[src/design/motion_pkg.sv]
// Package: register map, field layouts, timing constants and carriers
package motion_pkg;

  // ****************************************
  // Register map
  // ****************************************
  // Printed offsets are not multiples of four: index, byte address = 4*index
  localparam logic [7:0] IDX_MOTION_THRESHOLD = 8'h1F;
  localparam logic [7:0] IDX_MOTION_DURATION = 8'h20;
  localparam logic [7:0] IDX_STILLNESS_THRESHOLD = 8'h21;
  localparam logic [7:0] IDX_STILLNESS_DURATION = 8'h22;
  localparam logic [7:0] IDX_HIGHPASS_FILTER_MODE = 8'h1C;
  localparam logic [7:0] IDX_EVENT_FLAGS = 8'h3A;
  localparam logic [7:0] IDX_EVENT_MASK = 8'h38;
  localparam logic [7:0] IDX_MOTION_EVENT_STATUS = 8'h61;

  localparam logic [7:0] RESET_BYTE = 8'h00;
  localparam logic [2:0] RESET_HPF_MODE = 3'h0;

  // ****************************************
  // Event flag layout
  // ****************************************
  localparam int FLAG_MOTION = 0;
  localparam int FLAG_STILL = 1;

  // Motion event status fields
  localparam int STAT_STILL = 0;
  localparam int STAT_ZPOS = 2;

  // ****************************************
  // Timing
  // ****************************************
  localparam int CLOCK_HZ = 100_000_000;
  localparam int MOTION_TICK_HZ = 1_000;
  localparam int STILL_TICK_HZ = 16;
  localparam int MOTION_TICK_CYCLES = CLOCK_HZ / MOTION_TICK_HZ;
  localparam int STILL_TICK_CYCLES = CLOCK_HZ / STILL_TICK_HZ;

  // AXI4-Lite responses
  localparam logic [1:0] RESP_OKAY = 2'h0;
  localparam logic [1:0] RESP_SLVERR = 2'h2;

  // ****************************************
  // Carriers
  // ****************************************
  typedef struct packed {
    logic signed [15:0] x;
    logic signed [15:0] y;
    logic signed [15:0] z;
  } sample_t;

  typedef struct packed {
    logic [7:0] motion_threshold;
    logic [7:0] motion_duration;
    logic [7:0] stillness_threshold;
    logic [7:0] stillness_duration;
    logic [2:0] hpf_mode;
  } config_t;

  typedef enum logic [1:0] {
    HPF_RESET = 2'b00,
    HPF_ON = 2'b01,
    HPF_HOLD = 2'b10
  } hpf_state_t;

endpackage

[src/design/highpass_path.sv]
// Digital highpass filter path feeding the detectors
`timescale 1ns/10ps
`default_nettype none
module highpass_path
  import motion_pkg::*;
(
  input wire logic clock,
  input wire logic rst,
  input wire logic sample_valid,
  input wire sample_t sample_in,
  input wire logic [2:0] mode,
  output logic filt_valid,
  output sample_t filt_out
);

  typedef struct packed {
    sample_t held;
    sample_t out;
    logic valid;
  } hp_state_t;

  hp_state_t s;
  hp_state_t next_s;
  logic [3:0] shift;

  // ****************************************
  // Cut-off select: larger shift, lower cut-off
  // ****************************************
  always_comb begin
    unique case (mode)
      3'd1: shift = 4'd4;
      3'd2: shift = 4'd5;
      3'd3: shift = 4'd6;
      3'd4: shift = 4'd7;
      default: shift = 4'd0;
    endcase
  end

  always_comb begin
    next_s = s;
    next_s.valid = sample_valid;
    if (sample_valid) begin
      if (mode == 3'd7) begin
        next_s.out.x = sample_in.x - s.held.x;
        next_s.out.y = sample_in.y - s.held.y;
        next_s.out.z = sample_in.z - s.held.z;
      end else if (shift == 4'd0) begin
        next_s.held = sample_in;
        next_s.out = '0;
      end else begin
        next_s.held.x = s.held.x + ((sample_in.x - s.held.x) >>> shift);
        next_s.held.y = s.held.y + ((sample_in.y - s.held.y) >>> shift);
        next_s.held.z = s.held.z + ((sample_in.z - s.held.z) >>> shift);
        next_s.out.x = sample_in.x - s.held.x;
        next_s.out.y = sample_in.y - s.held.y;
        next_s.out.z = sample_in.z - s.held.z;
      end
    end
  end

  always_ff @(posedge clock) begin
    if (rst) begin
      s <= '0;
    end else begin
      s <= next_s;
    end
  end

  assign filt_valid = s.valid;
  assign filt_out = s.out;

endmodule
`default_nettype wire

[src/design/motion_detector.sv]
// Motion and stillness event detector with AXI4-Lite registers
// Contract
// - Any axis magnitude above motion threshold is motion; advances motion count.
// - Motion interrupt when motion count reaches motion duration.
// - Motion count advances on a 1 kHz tick, 1 ms per step.
// - On motion interrupt, record axis and polarity in event status.
// - Both thresholds are 8-bit read/write values.
// - Both durations are 8-bit read/write terminal counts.
// - All three axes below stillness threshold is stillness; advances count.
// - Stillness interrupt when stillness count reaches stillness duration.
// - Stillness interrupts on entry and exit; motion only on detection.
// - Stillness status bit set on entry, cleared on exit.
// - Stillness count advances on a 16 Hz tick, 62.5 ms per step.
// - Detectors use the highpass filtered path, not the data registers.
`timescale 1ns/10ps
`default_nettype none
module motion_detector
  import motion_pkg::*;
#(
  parameter int MOTION_TICK = MOTION_TICK_CYCLES,
  parameter int STILL_TICK = STILL_TICK_CYCLES
) (
  input wire logic CLOCK,
  input wire logic RST,
  input wire logic SAMPLE_VALID,
  input wire sample_t SAMPLE,
  input wire logic AWVALID,
  output logic AWREADY,
  input wire logic [31:0] AWADDR,
  input wire logic WVALID,
  output logic WREADY,
  input wire logic [31:0] WDATA,
  input wire logic [3:0] WSTRB,
  output logic BVALID,
  input wire logic BREADY,
  output logic [1:0] BRESP,
  input wire logic ARVALID,
  output logic ARREADY,
  input wire logic [31:0] ARADDR,
  output logic RVALID,
  input wire logic RREADY,
  output logic [31:0] RDATA,
  output logic [1:0] RRESP,
  output logic IRQ
);

  typedef struct packed {
    config_t cfg;
    logic [1:0] flags;
    logic [1:0] mask;
    logic [7:0] event_status;
    logic [7:0] motion_count;
    logic [7:0] still_count;
    logic motion_seen;
    logic still_seen;
    logic motion_fired;
    logic still_on;
    logic [6:0] last_dir;
    logic aw_full;
    logic [7:0] aw_idx;
    logic w_full;
    logic [7:0] w_byte;
    logic w_strb;
    logic bvalid;
    logic [1:0] bresp;
    logic rvalid;
    logic [31:0] rdata;
    logic [1:0] rresp;
    logic irq;
  } state_t;

  state_t s;
  state_t next_s;
  logic motion_tick;
  logic still_tick;
  logic filt_valid;
  sample_t filt;
  logic [15:0] ax;
  logic [15:0] ay;
  logic [15:0] az;
  logic hit_x;
  logic hit_y;
  logic hit_z;
  logic is_motion;
  logic is_still;
  logic [6:0] dir;
  logic do_write;
  logic motion_step;
  logic still_step;

  // ****************************************
  // Submodules
  // ****************************************
  tick_divider #(.PERIOD(MOTION_TICK)) u_motion_tick (
    .clock(CLOCK),
    .rst(RST),
    .tick(motion_tick)
  );

  tick_divider #(.PERIOD(STILL_TICK)) u_still_tick (
    .clock(CLOCK),
    .rst(RST),
    .tick(still_tick)
  );

  highpass_path u_hpf (
    .clock(CLOCK),
    .rst(RST),
    .sample_valid(SAMPLE_VALID),
    .sample_in(SAMPLE),
    .mode(s.cfg.hpf_mode),
    .filt_valid(filt_valid),
    .filt_out(filt)
  );

  // ****************************************
  // Sample classification
  // ****************************************
  // Magnitudes from the filtered path only
  always_comb begin
    ax = filt.x[15] ? 16'(-filt.x) : 16'(filt.x);
    ay = filt.y[15] ? 16'(-filt.y) : 16'(filt.y);
    az = filt.z[15] ? 16'(-filt.z) : 16'(filt.z);
    hit_x = ax > {8'h00, s.cfg.motion_threshold};
    hit_y = ay > {8'h00, s.cfg.motion_threshold};
    hit_z = az > {8'h00, s.cfg.motion_threshold};
    is_motion = hit_x | hit_y | hit_z;
    is_still = (ax < {8'h00, s.cfg.stillness_threshold})
      && (ay < {8'h00, s.cfg.stillness_threshold})
      && (az < {8'h00, s.cfg.stillness_threshold});
    // Bits 7..2: X-,X+,Y-,Y+,Z-,Z+
    dir = {hit_x & filt.x[15], hit_x & ~filt.x[15],
      hit_y & filt.y[15], hit_y & ~filt.y[15],
      hit_z & filt.z[15], hit_z & ~filt.z[15], 1'b0};
  end

  assign do_write = s.aw_full && s.w_full && !s.bvalid;
  // A failing sample in the tick cycle wins over the count step
  assign motion_step = motion_tick && s.motion_seen && !s.motion_fired
    && !(filt_valid && !is_motion);
  assign still_step = still_tick && s.still_seen && !s.still_on
    && !(filt_valid && !is_still);

  // ****************************************
  // Next state
  // ****************************************
  always_comb begin
    next_s = s;
    // Latch qualifying samples until a failing sample clears the latch
    if (filt_valid) begin
      if (is_motion) begin
        next_s.motion_seen = 1'b1;
        next_s.last_dir = dir;
      end else begin
        next_s.motion_count = RESET_BYTE;
        next_s.motion_fired = 1'b0;
        next_s.motion_seen = 1'b0;
      end
      if (is_still) begin
        next_s.still_seen = 1'b1;
      end else begin
        next_s.still_count = RESET_BYTE;
        next_s.still_seen = 1'b0;
      end
    end
    // Motion duration counter on the 1 kHz tick
    if (motion_step) begin
      if (s.motion_count >= s.cfg.motion_duration) begin
        next_s.flags[FLAG_MOTION] = 1'b1;
        next_s.motion_fired = 1'b1;
        next_s.event_status[7:1] = s.last_dir;
      end else begin
        next_s.motion_count = s.motion_count + 8'd1;
      end
    end
    // Stillness duration counter on the 16 Hz tick
    if (still_step) begin
      if (s.still_count >= s.cfg.stillness_duration) begin
        next_s.flags[FLAG_STILL] = 1'b1;
        next_s.still_on = 1'b1;
        next_s.event_status[STAT_STILL] = 1'b1;
      end else begin
        next_s.still_count = s.still_count + 8'd1;
      end
    end
    // Exit from stillness raises a second interrupt
    if (s.still_on && filt_valid && is_motion) begin
      next_s.flags[FLAG_STILL] = 1'b1;
      next_s.still_on = 1'b0;
      next_s.event_status[STAT_STILL] = 1'b0;
    end
    // Write channel capture
    if (AWVALID && AWREADY) begin
      next_s.aw_full = 1'b1;
      next_s.aw_idx = AWADDR[9:2];
    end
    if (WVALID && WREADY) begin
      next_s.w_full = 1'b1;
      next_s.w_byte = WDATA[7:0];
      next_s.w_strb = WSTRB[0];
    end
    if (do_write) begin
      next_s.aw_full = 1'b0;
      next_s.w_full = 1'b0;
      next_s.bvalid = 1'b1;
      next_s.bresp = RESP_OKAY;
      unique case (s.aw_idx)
        IDX_MOTION_THRESHOLD:
          if (s.w_strb) next_s.cfg.motion_threshold = s.w_byte;
        IDX_MOTION_DURATION:
          if (s.w_strb) next_s.cfg.motion_duration = s.w_byte;
        IDX_STILLNESS_THRESHOLD:
          if (s.w_strb) next_s.cfg.stillness_threshold = s.w_byte;
        IDX_STILLNESS_DURATION:
          if (s.w_strb) next_s.cfg.stillness_duration = s.w_byte;
        IDX_HIGHPASS_FILTER_MODE:
          if (s.w_strb) next_s.cfg.hpf_mode = s.w_byte[2:0];
        IDX_EVENT_MASK:
          if (s.w_strb) next_s.mask = s.w_byte[1:0];
        IDX_EVENT_FLAGS:
          // Set beats clear
          if (s.w_strb) next_s.flags = next_s.flags & ~(s.w_byte[1:0] & ~(
            next_s.flags & ~s.flags));
        IDX_MOTION_EVENT_STATUS: ;
        default: next_s.bresp = RESP_SLVERR;
      endcase
    end
    if (s.bvalid && BREADY) begin
      next_s.bvalid = 1'b0;
    end
    // Read channel
    if (ARVALID && ARREADY) begin
      next_s.rvalid = 1'b1;
      next_s.rresp = RESP_OKAY;
      unique case (ARADDR[9:2])
        IDX_MOTION_THRESHOLD: next_s.rdata = {24'h00_0000, s.cfg.motion_threshold};
        IDX_MOTION_DURATION: next_s.rdata = {24'h00_0000, s.cfg.motion_duration};
        IDX_STILLNESS_THRESHOLD:
          next_s.rdata = {24'h00_0000, s.cfg.stillness_threshold};
        IDX_STILLNESS_DURATION:
          next_s.rdata = {24'h00_0000, s.cfg.stillness_duration};
        IDX_HIGHPASS_FILTER_MODE: next_s.rdata = {29'h0000_0000, s.cfg.hpf_mode};
        IDX_EVENT_MASK: next_s.rdata = {30'h0000_0000, s.mask};
        IDX_EVENT_FLAGS: next_s.rdata = {30'h0000_0000, s.flags};
        IDX_MOTION_EVENT_STATUS: next_s.rdata = {24'h00_0000, s.event_status};
        default: begin
          next_s.rdata = 32'h0000_0000;
          next_s.rresp = RESP_SLVERR;
        end
      endcase
    end
    if (s.rvalid && RREADY) begin
      next_s.rvalid = 1'b0;
    end
    next_s.irq = |(next_s.flags & next_s.mask);
  end

  // ****************************************
  // State register
  // ****************************************
  always_ff @(posedge CLOCK) begin
    if (RST) begin
      s <= '0;
    end else begin
      s <= next_s;
    end
  end

  assign AWREADY = !s.aw_full;
  assign WREADY = !s.w_full;
  assign BVALID = s.bvalid;
  assign BRESP = s.bresp;
  assign ARREADY = !s.rvalid;
  assign RVALID = s.rvalid;
  assign RDATA = s.rdata;
  assign RRESP = s.rresp;
  assign IRQ = s.irq;
endmodule
`default_nettype wire

[src/design/tick_divider.sv]
// One-cycle enable pulse every PERIOD clocks
`timescale 1ns/10ps
`default_nettype none
module tick_divider #(
  parameter int PERIOD = 100
) (
  input wire logic clock,
  input wire logic rst,
  output logic tick
);

  typedef struct packed {
    logic [31:0] count;
    logic tick;
  } div_state_t;

  div_state_t s;
  div_state_t next_s;

  always_comb begin
    next_s = s;
    next_s.tick = 1'b0;
    if (s.count >= 32'(PERIOD - 1)) begin
      next_s.count = '0;
      next_s.tick = 1'b1;
    end else begin
      next_s.count = s.count + 32'd1;
    end
  end

  always_ff @(posedge clock) begin
    if (rst) begin
      s <= '0;
    end else begin
      s <= next_s;
    end
  end

  assign tick = s.tick;

endmodule
`default_nettype wire

[config.mk]
export PLATFORM = sky130hd
export DESIGN_NAME = motion_detector
export DESIGN_NICKNAME = d
export VERILOG_FILES = /design/src/design/motion_pkg.sv /design/src/design/highpass_path.sv /design/src/design/motion_detector.sv /design/src/design/tick_divider.sv
export SDC_FILE = /design/constraint.sdc
export NUM_CORES = 1
export LEC_CHECK = 0
export ABC_AREA = 1
export BUFFER_PORTS_ARGS = -buffer_cell sky130_fd_sc_hd__buf_2
export CORE_UTILIZATION = 35
export CTS_CLUSTER_SIZE = 20
export DETAILED_ROUTE_END_ITERATION = 12
export PLACE_DENSITY = 0.54
export SLEW_MARGIN = 25
export SYNTH_ARGS = -nofsm -noshare
export SYNTH_HDL_FRONTEND = slang
export SYNTH_SLANG_ARGS = --single-unit
[constraint.sdc]
create_clock -name CLOCK -period 4.79 [get_ports CLOCK]
set_input_delay 0.958 -clock CLOCK [delete_from_list [all_inputs] [get_ports CLOCK]]
set_output_delay 0.958 -clock CLOCK [all_outputs]
set_load 0.05 [all_outputs]
Word-level counts from Yosys, hierarchy flattened
Cells that the tools add are included.
- register bits: 292
- input bits: 156
- output and inout port bits: 42
- word-level logic and storage cells: 184
- $add $sub $neg: 13
- $lt $le $gt $ge: 10
- eq/ne operators: 21
- shift operators: 3
- multiplexer cells: 33
- bitwise operators: 19
- reductions and logical operators: 48
- operators by type and width (operator ; number):
    $mux W96 ; 1
    $eq A8 B6 Y1 const B ; 10
    $add A32 B1 Y32 const B ; 2
    $pmux W8 S8 ; 1
    $add A16 B16 Y16 ; 3
    $gt A16 B8 Y1 ; 3
    $lt A16 B8 Y1 ; 3
    $mux W16 ; 3
    $mux W48 ; 1
    $mux W8 ; 6
    $neg A16 Y16 ; 3
    $sshr A16 B3 Y16 ; 3
    $sub A16 B16 Y16 ; 3
    $eq A8 B5 Y1 const B ; 4
    $ge A32 B17 Y1 const B ; 1
    $ge A32 B23 Y1 const B ; 1
    $logic_and A1 B1 Y1 ; 19
    $mux W19 ; 1
    $add A8 B1 Y8 const B ; 2
    $eq A8 B7 Y1 const B ; 2
    $ge A8 B8 Y1 ; 2
    $reduce_or A8 Y1 ; 2
    $reduce_and A3 Y1 ; 5
    $reduce_or A2 Y1 ; 7
    other kinds (15) ; 59

Logic depth before layout (Yosys ltp)
- depth in word-level cells: 21
- gate-level depth with buffers: 31
- depth with buffers taken out: 31

Hierarchy
From an unflattened synthesis, not the netlist that was laid out.
- cells, all modules: 3219
- area total of the unflattened synthesis: 20754.9 µm²
- by module, submodules not included (module ; instances ; cells an instance ; area each (µm²) ; sequential area each (µm²)):
    highpass_path ; 1 ; 1744 ; 10401.2 ; 1941.9
    motion_detector ; 1 ; 1123 ; 7577.3 ; 2062.0
    tick_divider at u_still_tick ; 1 ; 202 ; 1516.5 ; 660.6
    tick_divider at u_motion_tick ; 1 ; 150 ; 1260.0 ; 660.6

Worst setup path before layout
OpenSTA, ideal clock, no wires.
- path kind: input to register
- start point: input port SAMPLE[0] in the netlist's numbering
- end point: register u_hpf.s[62] in the netlist's numbering
- library setup time: 70 ps
- arrival: 4461 ps
- required time: 4720 ps
- setup slack: 259 ps
- cell stages on the path: 27
- buffers on the path: 0
- cell sequence: inv_1 > ha_1 > inv_1 > fa_1 > nand3_1 > nand2_1 > a21boi_0 > o21ai_0 > xor2_1 > or2_2 > nand2_1 > inv_1 > nand2_1 > nand3_1 > nand2_1 > inv_1 > ha_1 > nand2_1 > inv_1 > a21oi_1 > o21ai_0 > a21oi_1 > o21ai_0 > or2_2 > nand3_1 > nand2_1 > a21oi_1
- longest elaborated chain between the ends: 4
- ends and longest elaborated chain (element ; RTL line ; text):
    start: declaration ; motion_detector.sv:26 ; input wire sample_t SAMPLE,
    $sub A16 B16 Y16 ; highpass_path.sv:53 ; next_s.held.z = s.held.z + ((sample_in.z - s.held.z) >>> shift);
    $sshr A16 B3 Y16 ; highpass_path.sv:53 ;
    $add A16 B16 Y16 ; highpass_path.sv:53 ;
    $mux W96 ; highpass_path.sv:47 ; end else if (shift == 4'd0) begin
    end signal: assignment ; highpass_path.sv:65 ; s <= next_s;
    end: declaration ; highpass_path.sv:22 ; hp_state_t s;
No other way between the ends.
A chain may end at the register's enable or synchronous reset.

Worst setup path in the final report
Same ends and word-level chain as after synthesis.

==> impl_metrics.py <==
metrics = {
    "route": {
        "viasPerCell": 4.99,
        "ant_nets": 0,
        "firstDrtPassIters": 5,
        "routed_wl_um": 55600,
        "vias": 19300,
        "drc": 0,
        "wl_per_cell_um": 14.4,
        "drtIter0Drc": 1068,
    },
    "die": {
        "rows": 85,
        "fp.dieArea_um2": 55800,
        "die_w_um": 236,
        "initial_utilization_pct": 35.5,
        "dieHeight_um": 236,
        "core_um2": 54000,
        "io_pins": 198,
    },
    "worst_setup_path": {
        "crit_type": "in -> reg",
        "path_max_fanout": 3,
        "end_kind": "register",
        "start_kind": "primary input",
        "arrival_ns": 4.93,
        "cp.required_ns": 5.27,
    },
    "pwr": {
        "ir_drop_uv": 200,
        "p_per_area_nw_per_um2": 301,
        "p_leak_nw": 10.4,
    },
    "logic_synthesis": {
        "yosysWarnings": 0,
        "synthTopCellsByArea": "dfxtp_1 (28%), nand2_1 (13%), ha_1 (10%)",
        "synth_edf_count": 0,
        "synth_ff_type": "dfxtp_1",
        "ys_ff_latch": 266,
        "syn_area_per_cell_um2": 6.57,
        "syn_inst": 2922,
        "synthArstFlopShare_pct": 0,
        "synth_top_area_share_pct": 27.7,
        "synth_area_um2": 19200,
        "yosys.area.top_type": "dfxtp_1",
        "ys_seq_area_share_pct": 27.7,
        "synth_cell_types": 57,
    },
    "run": {
        "drv_cap": 0,
    },
    "timing": {
        "hold_violations": 0,
        "rsz0062_at_grt": "true",
        "hold-worst-slack_ns": 0.450,
        "tightest_slew_ns": 1.03,
        "skew_ns": 0.0386,
        "setup_viol": 0,
        "slew_violations": 0,
        "min_period_over_period_pct": 92.9,
        "setup_tns_ns": 0,
        "max_freq_ghz": 0.225,
        "relSlewSlack_pct": 31.4,
        "period_needed_ns": 4.45,
    },
    "clocking": {
        "htreeDepth": 2,
        "clk_latency_ns": 0.58,
        "numClockSinks": 266,
        "clockRootBuffer": "clkbuf_16",
        "cts_tree": "done",
        "cts_buffers": 36,
        "clockBufferDepth": 3,
        "cts_hold_buffers": 0,
        "cts.clk_slew.worst_paths_ns": 0.06,
    },
    "global_routing": {
        "top_usage_layer": "met2",
        "antenna_found_initial": 0,
        "grt_max_degree": 100,
        "use_met1_pct": 25.4,
        "grt_use_met2_pct": 34.0,
        "grt_use_met3_pct": 2.97,
        "overflow": 0,
        "grt_pass1_wl_um": 90800,
        "grt_pass1_vias": 18400,
        "track_usage_pct": 19.7,
    },
    "outcome": {
        "status": "finished clean",
    },
    "finish": {
        "drive_gt1_share_pct": 11.9,
        "antenna_cells": 0,
        "synthToLayoutAreaGrowth_pct": 17.7,
        "fin_util_pct": 41.8,
        "final_nets": 3460,
        "fin_cells": 3864,
    },
    "min_path": {
        "hp-class": "reg -> reg",
    },
    "placement": {
        "dp_cells": 3797,
        "io_buffers": 96,
        "dp_hpwl_um": 42200,
        "routabilityCongestion": 0.868,
    },
}
[cell usage in the layout, fill, tap and decap left out, types with 50 or more instances in the layout]
master   count
inv_1      365
a21oi_1    275
nand3_1    177
ha_1       158
nor2_1     283
conb_1      50
dfxtp_1    266
nand2_1    669
xor2_1      59
buf_2       95
buf_4      163
o21ai_0    177
[cells in the mapped netlist, types with 12 or more instances]
cell and n:
buf_4 36, nor2_1 284, clkbuf_1 72, inv_1 366, ha_1 158, or2_2 12, dfxtp_1 266, buf_2 16
nand3_1 177, o211ai_1 28, nand2_1 671, nor3_1 42, o22ai_1 22, o21ai_0 188, a211oi_1 22, xor2_1 59
nand4_1 28, a21oi_1 278, nor2_2 14, xnor2_1 34
[path summary, 6_finish.rpt]
path / startpoint / endpoint / slack [ns] / cells after the start
worst max-delay path: SAMPLE[0] / u_hpf.s[62] / 0.34 / 27
worst min-delay path: u_motion_tick.s[1] / u_motion_tick.s[1] / 0.45 / 1
worst max register to register: u_hpf.s[49] / u_hpf.s[62] / 0.61 / 25
worst min register to register: u_motion_tick.s[1] / u_motion_tick.s[1] / 0.45 / 1
[metal layers]
layer | share of wire, % | wire length [um]
met1 | 47 | 26400
met3 | 3.8 | 2110
met2 | 47 | 26000
met5 | 0 | 0
met4 | 2.0 | 1130
[layout make-up]
type                       instances  area (um2)
clock buffer                      55        1040
clock inverter                    11         173
fill                            5703       31400
inverter                         373        1400
multi-input combinational       2204       12000
sequential                       266        5330
tap                              696         871
timing repair buffer             259        1720
[what timing repair did]
item                                    CTS  global route
endpoints found under the setup margin    0            21
setup buffers                             0             1
gates resized for setup                   0            22
[critical path, cell delays in order]
cell,delay [ns]
buf_2,0.14
inv_1,0.08
ha_1,0.16
inv_1,0.08
fa_1,0.39
nand3_1,0.08
nand2_1,0.09
buf_4,0.15
nand3_1,0.06
nand3_1,0.12
inv_1,0.09
o21ai_0,0.08
or2_2,0.31
nand3_1,0.07
nand2_1,0.06
o21ai_0,0.33
o21ai_0,0.19
ha_1,0.34
buf_4,0.15
nand2_1,0.06
nor2_1,0.05
a21oi_1,0.20
o21ai_0,0.14
or2_2,0.29
nand3_1,0.07
nand2_1,0.06
a21oi_1,0.11
[cell families after synthesis]
group           synth area share [%]
mux                           0.0522
simple gates                    28.3
flops                           27.7
other cells                   0.0195
fa+ha+maj                       10.9
compound gates                  18.0
buf+inv                         10.7
xor+xnor                        4.24
[flip-flops by register name (all words and copies together) (netlist names)]
signal              flops
s                      90
u_hpf.filt_out         48
u_hpf.s                48
u_motion_tick.s        32
u_still_tick.s         32
RDATA                   8
BRESP                   1
BVALID                  1
IRQ                     1
RRESP                   1
RVALID                  1
u_hpf.filt_valid        1
u_motion_tick.tick      1
u_still_tick.tick       1
[power breakdown]
part	switching, mW	internal (mW)	total, mW	leakage [nW]
Sequential	0.0390	2.27	2.31	2.17
Clock	1.09	1.63	2.72	0.586
Combinational	1.00	0.759	1.76	7.64
Total	2.13	4.66	6.79	10.4
[per-stage QoR]
step | total power, mW | cell area, um2 | worst slack [ns]
floorplan | 3.42 | 19400 | 0.259
global placement | 4.07 | 21300 | -0.331
detailed placement | 4.09 | 21300 | -0.343
CTS | 6.86 | 22500 | 0.231
global route | 7.20 | 22600 | -0.0267
finish | 6.79 | 22600 | 0.342
Power figures use the tool's default switching activity.
